## config.mk

```make
export PLATFORM = sky130hd
export DESIGN_NAME = udic_ctrl
export DESIGN_NICKNAME = d
export VERILOG_FILES = /design/src/hdl/udic_pkg.sv /design/src/hdl/udic_ctrl.sv
export SDC_FILE = /design/constraint.sdc
export NUM_CORES = 1
export LEC_CHECK = 0
export ABC_AREA = 1
export BUFFER_PORTS_ARGS = -buffer_cell sky130_fd_sc_hd__buf_2
export CAP_MARGIN = 5
export CORE_UTILIZATION = 25
export CTS_BUF_LIST = sky130_fd_sc_hd__clkbuf_4 sky130_fd_sc_hd__clkbuf_8
export CTS_CLUSTER_SIZE = 28
export DETAILED_ROUTE_END_ITERATION = 6
export GPL_TIMING_DRIVEN = 0
export PLACE_DENSITY = 0.42
export SETUP_SLACK_MARGIN = 0.3
export SLEW_MARGIN = 20
export SYNTH_ARGS = -nofsm -noshare
export SYNTH_HDL_FRONTEND = slang
export SYNTH_SLANG_ARGS = --single-unit
```

## constraint.sdc

```tcl
create_clock -name clk_i -period 5.69 [get_ports clk_i]
set_input_delay 0.2845 -clock clk_i [delete_from_list [all_inputs] [get_ports clk_i]]
set_output_delay 0.2845 -clock clk_i [all_outputs]
set_load 0.05 [all_outputs]
```

## src/hdl/udic_pkg.sv

```systemverilog
package udic_pkg;

	localparam int unsigned MAX_EP       = 9;
	localparam int unsigned DMA_CH       = 6;
	localparam int unsigned EP_MASK_W    = 7;

	// register byte offsets
	localparam logic [7:0] OFS_GSTAT     = 8'h00;
	localparam logic [7:0] OFS_GMASK     = 8'h04;
	localparam logic [7:0] OFS_GCLR      = 8'h08;
	localparam logic [7:0] OFS_EPCTL     = 8'h0c;
	localparam logic [7:0] OFS_EPSEL     = 8'h10;
	localparam logic [7:0] OFS_EPMSET    = 8'h14;
	localparam logic [7:0] OFS_EPMCLR    = 8'h18;
	localparam logic [7:0] OFS_EPMASK    = 8'h1c;
	localparam logic [7:0] OFS_EPSTAT    = 8'h20;
	localparam logic [7:0] OFS_EPSCLR    = 8'h24;
	localparam logic [7:0] OFS_CLKCTL    = 8'h28;

	// global status and endpoint control field positions
	localparam int unsigned BIT_SUSPEND_FLAG     = 0;
	localparam int unsigned BIT_MSOF     = 1;
	localparam int unsigned BIT_SOF      = 2;
	localparam int unsigned BIT_END_OF_BUS_RESET_FLAG    = 3;
	localparam int unsigned BIT_WAKE     = 4;
	localparam int unsigned BIT_END_OF_RESUME_FLAG    = 5;
	localparam int unsigned BIT_UPSTREAM_RESUME_FLAG    = 6;
	localparam int unsigned POS_PEP      = 12;
	localparam int unsigned POS_DMA      = 25;
	localparam int unsigned POS_EPRST    = 16;
	localparam int unsigned POS_EPEN     = 0;

	// endpoint mask field positions
	localparam int unsigned EM_MDATA     = 0;
	localparam int unsigned EM_SHORT     = 1;
	localparam int unsigned EM_STALL     = 2;
	localparam int unsigned EM_CRC       = 3;
	localparam int unsigned EM_OVERF     = 4;
	localparam int unsigned EM_NAKIN     = 5;
	localparam int unsigned EM_HBISO     = 6;
	localparam int unsigned EM_TOGGLE_RESET_REQUEST     = 7;

	localparam logic [31:0] RST_ZERO     = 32'h0000_0000;

	// line activity must persist this long before it counts as a wake
	localparam int unsigned CLK_PERIOD_NS   = 10;
	localparam int unsigned WAKE_FILT_NS    = 50;
	localparam int unsigned WAKE_FILT_CYC   =
		(WAKE_FILT_NS + CLK_PERIOD_NS - 1) / CLK_PERIOD_NS;

	typedef struct packed {
		logic        cyc;
		logic        stb;
		logic        we;
		logic [7:0]  adr;
		logic [3:0]  sel;
		logic [31:0] dat;
	} udic_wb_req_t;

endpackage : udic_pkg

```

## src/hdl/udic_ctrl.sv

```systemverilog
`timescale 1ns/1ps
// Function
// - DMA summary bit x follows channel x interrupt, drops when channel source clears.
// - Endpoint summary bit x set by endpoint interrupt, clears once source serviced.
// - Status bits raise interrupt output only where device mask bit is one.
// - Upstream resume flag set on sending resume; write-one clear needs clocks enabled.
// - End-of-resume flag set on host end of resume; write-one clears it.
// - Wake flag set by filtered line activity, not own resume; cleared by write with clocks enabled, or by suspend.
// - Wake detection works even while the USB clock is frozen.
// - End-of-bus-reset flag set at end of USB reset; write-one clears it.
// - Endpoint reset clears FIFO, status and mask, keeps endpoint configuration.
// - Endpoint reset spares data toggle; toggle reset only by its own request.
// - Endpoint held in reset stays configured and enabled.
// - Writing zero to endpoint reset ends it and FIFO use resumes.
// - USB bus reset clears every endpoint reset bit.
// - Disabled endpoint is inactive, unanswering, status and mask cleared.
// - Endpoint mask bits set by enable-set writes, cleared by enable-clear writes.
// - Short packet forced at DMA end for non-control IN with mask, end-buffer, autoswitch.
module udic_ctrl
	import udic_pkg::*;
#(
	parameter int unsigned NUM_EP   = MAX_EP,
	parameter int unsigned FILT_CYC = WAKE_FILT_CYC
)(
	input  wire logic                          clk_i,
	input  wire logic                          rst_i,
	input  wire udic_wb_req_t                  wb_req_i,
	output logic                               wb_ack_o,
	output logic [31:0]                        wb_dat_o,
	output logic                               irq_o,
	input  wire logic [DMA_CH-1:0]             dma_irq_i,
	input  wire logic [NUM_EP-1:0][EP_MASK_W-1:0] ep_evt_i,
	input  wire logic                          suspend_evt_i,
	input  wire logic                          sof_evt_i,
	input  wire logic                          msof_evt_i,
	input  wire logic                          bus_reset_end_evt_i,
	input  wire logic                          end_of_resume_evt_i,
	input  wire logic                          upstream_resume_evt_i,
	input  wire logic                          upstream_resume_busy_i,
	input  wire logic                          line_nonidle_i,
	input  wire logic [NUM_EP-1:0]             ep_is_in_i,
	input  wire logic [NUM_EP-1:0]             ep_is_ctrl_i,
	input  wire logic [NUM_EP-1:0]             ep_end_buf_en_i,
	input  wire logic [NUM_EP-1:0]             ep_auto_bank_switch_i,
	input  wire logic [NUM_EP-1:0]             ep_dma_end_i,
	output logic [NUM_EP-1:0]                  ep_active_o,
	output logic [NUM_EP-1:0]                  ep_machine_rst_o,
	output logic [NUM_EP-1:0]                  ep_toggle_rst_o,
	output logic [NUM_EP-1:0]                  ep_force_short_o,
	output logic                               usb_clk_en_o
);

	// the register layout has room for nine endpoints and an 8-bit filter count
	if (NUM_EP < 1 || NUM_EP > MAX_EP)
	begin : g_bad_num_ep
		$error("NUM_EP out of range");
	end
	if (FILT_CYC < 1 || FILT_CYC > 255)
	begin : g_bad_filt_cyc
		$error("FILT_CYC out of range");
	end

	function automatic logic [31:0] apply_sel(
		input logic [31:0] old_v,
		input logic [31:0] new_v,
		input logic [3:0]  sel
	);
		logic [31:0] r;
		r = old_v;
		for (int b = 0; b < 4; b++)
			if (sel[b])
				r[b*8 +: 8] = new_v[b*8 +: 8];
		return r;
	endfunction : apply_sel

	function automatic logic [31:0] sel_mask(input logic [3:0] sel);
		return {{8{sel[3]}}, {8{sel[2]}}, {8{sel[1]}}, {8{sel[0]}}};
	endfunction : sel_mask

	// bus decode
	logic                ack_reg;
	logic [31:0]         rdat_reg;
	wire logic           acc      = wb_req_i.cyc & wb_req_i.stb & ~ack_reg;
	wire logic           wr       = acc & wb_req_i.we;
	wire logic [31:0]    wmask    = sel_mask(wb_req_i.sel);
	wire logic [31:0]    wones    = wb_req_i.dat & wmask;
	wire logic           wr_gmask = wr & (wb_req_i.adr == OFS_GMASK);
	wire logic           wr_gclr  = wr & (wb_req_i.adr == OFS_GCLR);
	wire logic           wr_epctl = wr & (wb_req_i.adr == OFS_EPCTL);
	wire logic           wr_epsel = wr & (wb_req_i.adr == OFS_EPSEL);
	wire logic           wr_emset = wr & (wb_req_i.adr == OFS_EPMSET);
	wire logic           wr_emclr = wr & (wb_req_i.adr == OFS_EPMCLR);
	wire logic           wr_esclr = wr & (wb_req_i.adr == OFS_EPSCLR);
	wire logic           wr_clk   = wr & (wb_req_i.adr == OFS_CLKCTL);

	// control state
	logic [31:0]         gmask_reg;
	logic [6:0]          gflag_reg;
	logic [6:0]          gflag_next;
	logic [NUM_EP-1:0]   ep_en_reg;
	logic [NUM_EP-1:0]   ep_rst_reg;
	logic [3:0]          ep_sel_reg;
	logic                freeze_reg;
	logic [EP_MASK_W-1:0] ep_mask_reg [NUM_EP];
	logic [EP_MASK_W-1:0] ep_stat_reg [NUM_EP];
	logic [NUM_EP-1:0]   toggle_req_reg;

	// line activity synchroniser and glitch filter on the free-running clock
	logic                line_s1_reg;
	logic                line_s2_reg;
	logic [7:0]          filt_cnt_reg;
	logic                wake_seen_reg;
	wire logic           filt_full = (filt_cnt_reg == 8'(FILT_CYC));
	wire logic           wake_set  = filt_full & ~wake_seen_reg & ~upstream_resume_busy_i;

	always_ff @(posedge clk_i)
	begin
		if (rst_i)
		begin
			line_s1_reg <= 1'b0;
			line_s2_reg <= 1'b0;
		end
		else
		begin
			line_s1_reg <= line_nonidle_i;
			line_s2_reg <= line_s1_reg;
		end
	end

	// not gated by freeze: the wake path must see the lines while clocks sleep
	always_ff @(posedge clk_i)
	begin
		if (rst_i)
		begin
			filt_cnt_reg  <= 8'h00;
			wake_seen_reg <= 1'b0;
		end
		else
		begin
			if (!line_s2_reg)
				filt_cnt_reg <= 8'h00;
			else if (!filt_full)
				filt_cnt_reg <= filt_cnt_reg + 8'h01;
			wake_seen_reg <= filt_full;
		end
	end

	// sticky event flags: a set in the clearing cycle wins
	wire logic [6:0] evt_set = {
		upstream_resume_evt_i,
		end_of_resume_evt_i,
		wake_set,
		bus_reset_end_evt_i,
		sof_evt_i,
		msof_evt_i,
		suspend_evt_i
	};
	wire logic [6:0] clr_req = wr_gclr ? wones[6:0] : 7'h00;
	// flags living on the USB clock only accept their clear while it runs
	wire logic [6:0] clr_eff = clr_req
		& ~({7{freeze_reg}} & 7'h50);

	always_comb
	begin
		gflag_next = (gflag_reg & ~clr_eff) | evt_set;
		if (suspend_evt_i && !wake_set)
			gflag_next[BIT_WAKE] = 1'b0;
	end

	// summary vectors
	logic [9:0] pep_vec;
	always_comb
	begin
		pep_vec = 10'h000;
		for (int i = 0; i < NUM_EP; i++)
			pep_vec[i] = |(ep_stat_reg[i] & ep_mask_reg[i]);
	end

	wire logic [31:0] gstat = {1'b0, dma_irq_i, 3'h0, pep_vec, 5'h00,
		gflag_reg};
	wire logic [3:0] sel_ep = ep_sel_reg;
	wire logic       sel_ok = (32'(sel_ep) < NUM_EP);

	always_ff @(posedge clk_i)
	begin
		if (rst_i)
			gflag_reg <= 7'h00;
		else
			gflag_reg <= gflag_next;
	end

	always_ff @(posedge clk_i)
	begin
		if (rst_i)
			gmask_reg <= RST_ZERO;
		else if (wr_gmask)
			gmask_reg <= apply_sel(gmask_reg, wb_req_i.dat, wb_req_i.sel);
	end

	// selector and freeze live in the low byte lane only
	always_ff @(posedge clk_i)
	begin
		if (rst_i)
			ep_sel_reg <= 4'h0;
		else if (wr_epsel && wb_req_i.sel[0])
			ep_sel_reg <= wb_req_i.dat[3:0];
	end

	always_ff @(posedge clk_i)
	begin
		if (rst_i)
			freeze_reg <= 1'b0;
		else if (wr_clk && wb_req_i.sel[0])
			freeze_reg <= wb_req_i.dat[0];
	end

	// endpoint enable and reset controls
	wire logic [31:0] epctl_rd = (32'(ep_rst_reg) << POS_EPRST)
		| (32'(ep_en_reg) << POS_EPEN);
	wire logic [31:0] epctl_wr = apply_sel(epctl_rd, wb_req_i.dat, wb_req_i.sel);

	always_ff @(posedge clk_i)
	begin
		if (rst_i)
		begin
			ep_en_reg  <= '0;
			ep_rst_reg <= '0;
		end
		else
		begin
			if (wr_epctl)
			begin
				ep_en_reg  <= epctl_wr[POS_EPEN +: NUM_EP];
				ep_rst_reg <= epctl_wr[POS_EPRST +: NUM_EP];
			end
			if (bus_reset_end_evt_i)
				ep_rst_reg <= '0;
		end
	end

	// per-endpoint masks, status and toggle reset requests
	for (genvar g = 0; g < NUM_EP; g++)
	begin : g_ep
		wire logic hit  = sel_ok & (sel_ep == 4'(g));
		// reset or disable wipes status and mask, never enable or configuration
		wire logic wipe = ep_rst_reg[g] | ~ep_en_reg[g];

		always_ff @(posedge clk_i)
		begin
			if (rst_i)
			begin
				ep_mask_reg[g]    <= '0;
				ep_stat_reg[g]    <= '0;
				toggle_req_reg[g] <= 1'b0;
			end
			else if (wipe)
			begin
				ep_mask_reg[g]    <= '0;
				ep_stat_reg[g]    <= '0;
				// toggle request still honoured: endpoint reset spares the toggle
				toggle_req_reg[g] <= hit & wr_emset & wones[EM_TOGGLE_RESET_REQUEST];
			end
			else
			begin
				if (hit && wr_emset)
					ep_mask_reg[g] <= ep_mask_reg[g] | wones[EP_MASK_W-1:0];
				else if (hit && wr_emclr)
					ep_mask_reg[g] <= ep_mask_reg[g] & ~wones[EP_MASK_W-1:0];
				ep_stat_reg[g] <= (ep_stat_reg[g]
					& ~((hit & wr_esclr) ? wones[EP_MASK_W-1:0] : '0))
					| ep_evt_i[g];
				toggle_req_reg[g] <= hit & wr_emset & wones[EM_TOGGLE_RESET_REQUEST];
			end
		end
	end

	// read mux
	logic [31:0] rd_mux;
	always_comb
	begin
		case (wb_req_i.adr)
			OFS_GSTAT:  rd_mux = gstat;
			OFS_GMASK:  rd_mux = gmask_reg;
			OFS_EPCTL:  rd_mux = epctl_rd;
			OFS_EPSEL:  rd_mux = {28'h0, ep_sel_reg};
			OFS_EPMASK: rd_mux = sel_ok ? 32'(ep_mask_reg[sel_ep]) : 32'h0;
			OFS_EPSTAT: rd_mux = sel_ok ? 32'(ep_stat_reg[sel_ep]) : 32'h0;
			OFS_CLKCTL: rd_mux = {31'h0, freeze_reg};
			default:    rd_mux = 32'h0000_0000;
		endcase
	end

	// one-cycle answer; unmapped and write-only offsets read zero
	always_ff @(posedge clk_i)
	begin
		if (rst_i)
			ack_reg <= 1'b0;
		else
			ack_reg <= acc;
	end

	always_ff @(posedge clk_i)
	begin
		if (rst_i)
			rdat_reg <= 32'h0000_0000;
		else
			rdat_reg <= (acc && !wb_req_i.we) ? rd_mux : 32'h0000_0000;
	end

	// outputs, all registered
	logic                irq_reg;
	logic [NUM_EP-1:0]   active_reg;
	logic [NUM_EP-1:0]   mrst_reg;
	logic [NUM_EP-1:0]   short_reg;
	logic                clk_en_reg;
	logic [NUM_EP-1:0]   short_mask;

	always_comb
	begin
		for (int i = 0; i < NUM_EP; i++)
			short_mask[i] = ep_mask_reg[i][EM_SHORT];
	end

	always_ff @(posedge clk_i)
	begin
		if (rst_i)
			irq_reg <= 1'b0;
		else
			irq_reg <= |(gstat & gmask_reg);
	end

	always_ff @(posedge clk_i)
	begin
		if (rst_i)
			active_reg <= '0;
		else
			active_reg <= ep_en_reg;
	end

	// a disabled endpoint is held in reset too, so it never answers the host
	always_ff @(posedge clk_i)
	begin
		if (rst_i)
			mrst_reg <= '1;
		else
			mrst_reg <= ep_rst_reg | ~ep_en_reg;
	end

	always_ff @(posedge clk_i)
	begin
		if (rst_i)
			short_reg <= '0;
		else
			short_reg <= short_mask & ep_is_in_i & ~ep_is_ctrl_i & ep_end_buf_en_i
				& ep_auto_bank_switch_i & ep_dma_end_i;
	end

	always_ff @(posedge clk_i)
	begin
		if (rst_i)
			clk_en_reg <= 1'b1;
		else
			clk_en_reg <= ~freeze_reg;
	end

	assign wb_ack_o         = ack_reg;
	assign wb_dat_o         = rdat_reg;
	assign irq_o            = irq_reg;
	assign ep_active_o      = active_reg;
	assign ep_machine_rst_o = mrst_reg;
	assign ep_toggle_rst_o  = toggle_req_reg;
	assign ep_force_short_o = short_reg;
	assign usb_clk_en_o     = clk_en_reg;

endmodule : udic_ctrl

```

==> out/qor.csv <==
metric,value,unit
Die W,233,um
CP Data Arrival Time,3.88,ns
htree depth,2,
Leakage,0.00776,uW
post-synthesis mux area share,0,%
"Top cell by count, worst path",dlygate4sd3_1,
CTS Root Buffer Type,clkbuf_8,
Boundary Pins,242,
reg2reg path depth,7,
cell area after synthesis,0.0133,mm^2
drt drc,0,
Wirelength per Cell,20.7,um
Yosys top cell by area,edfxtp_1,
Worst path max stage delay,0.79,ns
clk sinks,274,
number of synthesized flops with an enable pin,126,
Gate Count Post-Synth,1721,
Via Count,13849,
CP startpoint kind,input port,
"Async S/R FF share, synth",0,%
final core utilization,34.4,%
DIE AREA,0.0542,mm^2
XOR/XNOR share of the synthesized area,0.263,%
HP Class,input port to register,
#FFs+latches synth,274,
GRT Overall Usage,22.2,%
Post-CTS Setup Bufs,0,
CTS tree,built,
post-synthesis compound-gate area fraction,16.6,%
clock skew,0.0533,ns
synth warn,0,
"top cells by area, synth","edfxtp_1, dfxtp_1, nand2_1",
Placed Area,0.0156,mm^2
Clock Tree Buf Depth,3,
Starting Density,25.3,%
Unique masters post-synth,43,
post-synth top area share,28.4,%
Worst-path clk slew,0.06,ns
Synth-to-Final Area Change,36.0,%
Synth Area in Adders,0.188,%
Filler Cells Inserted,5684,
port bufs,239,
Final nets,2387,
worst hold slack,0.0177,ns
GP Congestion,0.950,
critical path type,input port to register,
clock buffer count from CTS,52,
post-DP HPWL,45600,um
CP bufs+invs,8,
critical path depth,10,
Vert. Die Dim,233,um
setup violators final,0,
final cell count without fillers,2944,
min cycle time layout,3.32,ns
simple-gate portion of the synthesized area,22.8,%
Placed Cells,2711,
Worst Tran Pin Value,1.17,ns
Max Cap Viol,0,
"CP delay by family, top",buffers and inverters,
post-route clock period utilization,58.4,%
Antenna Nets Post-Route,0,
clk_lat worst skew,0.67,ns
largest family of logic cells by synthesized area,simple AND/OR/NAND/NOR gates,
DRT Pass-1 Iters,6,
"Seq/Total Area, Yosys",50.7,%
critical path capture point type,register,
grt ovf,0,
number of global-route vias before repair,13137,
initial antenna violation count,1,
CP required,6.25,ns
"Max FO, Critical Path",10,
"Slowest-stage cell, CP",clkbuf_1,
"Primary FF master, synth",dfxtp_1,
largest net degree at the start of global routing,15,
worst path cell trace,dlygate4sd3_1 > buf_6 > buf_6 > inv_1 > clkbuf_1 > clkbuf_1 > nand3_1 > dlygate4sd3_1 > nor2_1 > dlygate4sd3_1,
Fmax,301,MHz
RSZ-0062 raised after global routing,false,
headroom to the max-slew limit,22.1,%
Final Slew Violations,0,
cts hold-fix bufs,137,
number of core rows,84,
outcome,"finished, final reports clean",
Hold Crit Depth,4,
Fin. Hold Viols,0,
Post-Route Setup TNS,0,ns
Post-Syn Area per Cell,7.73,um^2
Peak VDD IR,0.133,mV
PwrDens,247,mW/mm^2
fraction of layout cells with a size suffix above 1,16.9,%
Resize count post-CTS,0,
number of DRC markers in iteration 0,1078,
Routed WL,61000,um
Core ar.,0.0526,mm^2
vias per cell,4.70,
first-pass GRT wire length,86300,um
"Design Area, Final",0.0181,mm^2
[per-layer routing]
layer / GRT usage, % / vias up / part of all wire, % / wire (um)
li1: - / 6647 / - / -
met5: 0 / - / 0 / 0
met2: 35.0 / 530 / 45 / 27600
met1: 31.1 / 6562 / 46 / 28300
met3: 2.87 / 110 / 5.4 / 3280
met4: 7.27 / 0 / 3.0 / 1840
[final timing paths]
path                                    end  slack [ns]                    from
max          ep_force_short_o[5]$_SDFF_PP0_        2.37                   rst_i
min          ep_force_short_o[7]$_SDFF_PP0_        0.02         ep_is_ctrl_i[7]
max reg2reg     ep_mask_reg[6][0]$_DFFE_PP_        2.70     wb_ack_o$_SDFF_PP0_
min reg2reg          line_s2_reg$_SDFF_PP0_        0.41  line_s1_reg$_SDFF_PP0_
[final cells by class]
cell class	count	area [um^2]	area share [%]
Buffer	62	275	1.52
Multi-Input combinational cell	1183	5540	30.6
Antenna cell	1	2.50	0.0138
Clock inverter	8	82.6	0.456
Inverter	264	991	5.47
Timing Repair Buffer	377	2580	14.3
Tap cell	688	861	4.76
Sequential cell	274	6750	37.3
Clock buffer	87	1020	5.65
[where the power goes]
group	total, uW	switching, uW	internal (uW)
clock network	2090	913	1180
registers	2090	21.7	2070
logic	291	168	122
total	4470	1100	3370
[cells in the final DEF (no fill, tap or decap), drive strengths merged, types with 4 or more instances in the layout]
cell type,instances
a211oi,24
a21oi,179
and3,4
clkbuf,125
buf,264
conb,63
nand2,353
nand4,12
nand3,152
nor4,4
inv,261
clkinv,10
o22ai,5
nor2,164
a22oi,8
o211ai,22
dfxtp,148
edfxtp,126
dlygate4sd3,137
nor3,16
o21ai,162
[synth_stat cells, types with 2 or more instances]
cell type and number:
a211oi_1 24, a21oi_1 178, a22oi_1 8, and3_1 4, buf_1 6, buf_2 14, buf_4 2, buf_6 2
clkbuf_1 38, clkinv_1 4, dfxtp_1 148, edfxtp_1 126, ha_1 2, inv_1 258, inv_2 2, nand2_1 349
nand2_2 4, nand3_1 149, nand3_2 2, nand4_1 11, nor2_1 154, nor2_2 8, nor2_4 2, nor3_1 11
nor3_2 3, nor3_4 2, nor3b_1 2, nor4_1 4, o211ai_1 22, o21ai_0 159, o21ai_1 3, o21bai_1 2
o22ai_1 5, o32ai_1 2, xnor2_1 2, xor2_1 2
[cells by family after synthesis]
family	Yosys count
AOI/OAI and AO/OA	407
other	1
adders and majority gates	2
buffers and inverters	326
and+or+nand+nor	707
DFF	274
xor gates and xnor gates	4
[stage by stage]
step / setup WS [ns] / power, uW
2_1_floorplan: 3.50 / 2210
3_3_place_gp: 2.26 / 2360
3_5_place_dp: 2.49 / 2360
4_1_cts: 2.41 / 4520
5_1_grt: 2.25 / 4630
6_report: 2.37 / 4470
[worst min-delay path: stages]
cell and delay (ns):
buf_2 0.07, inv_1 0.03, nand4_1 0.17, nor2_1 0.07
Note: power is estimated with default switching activity, not from simulation.
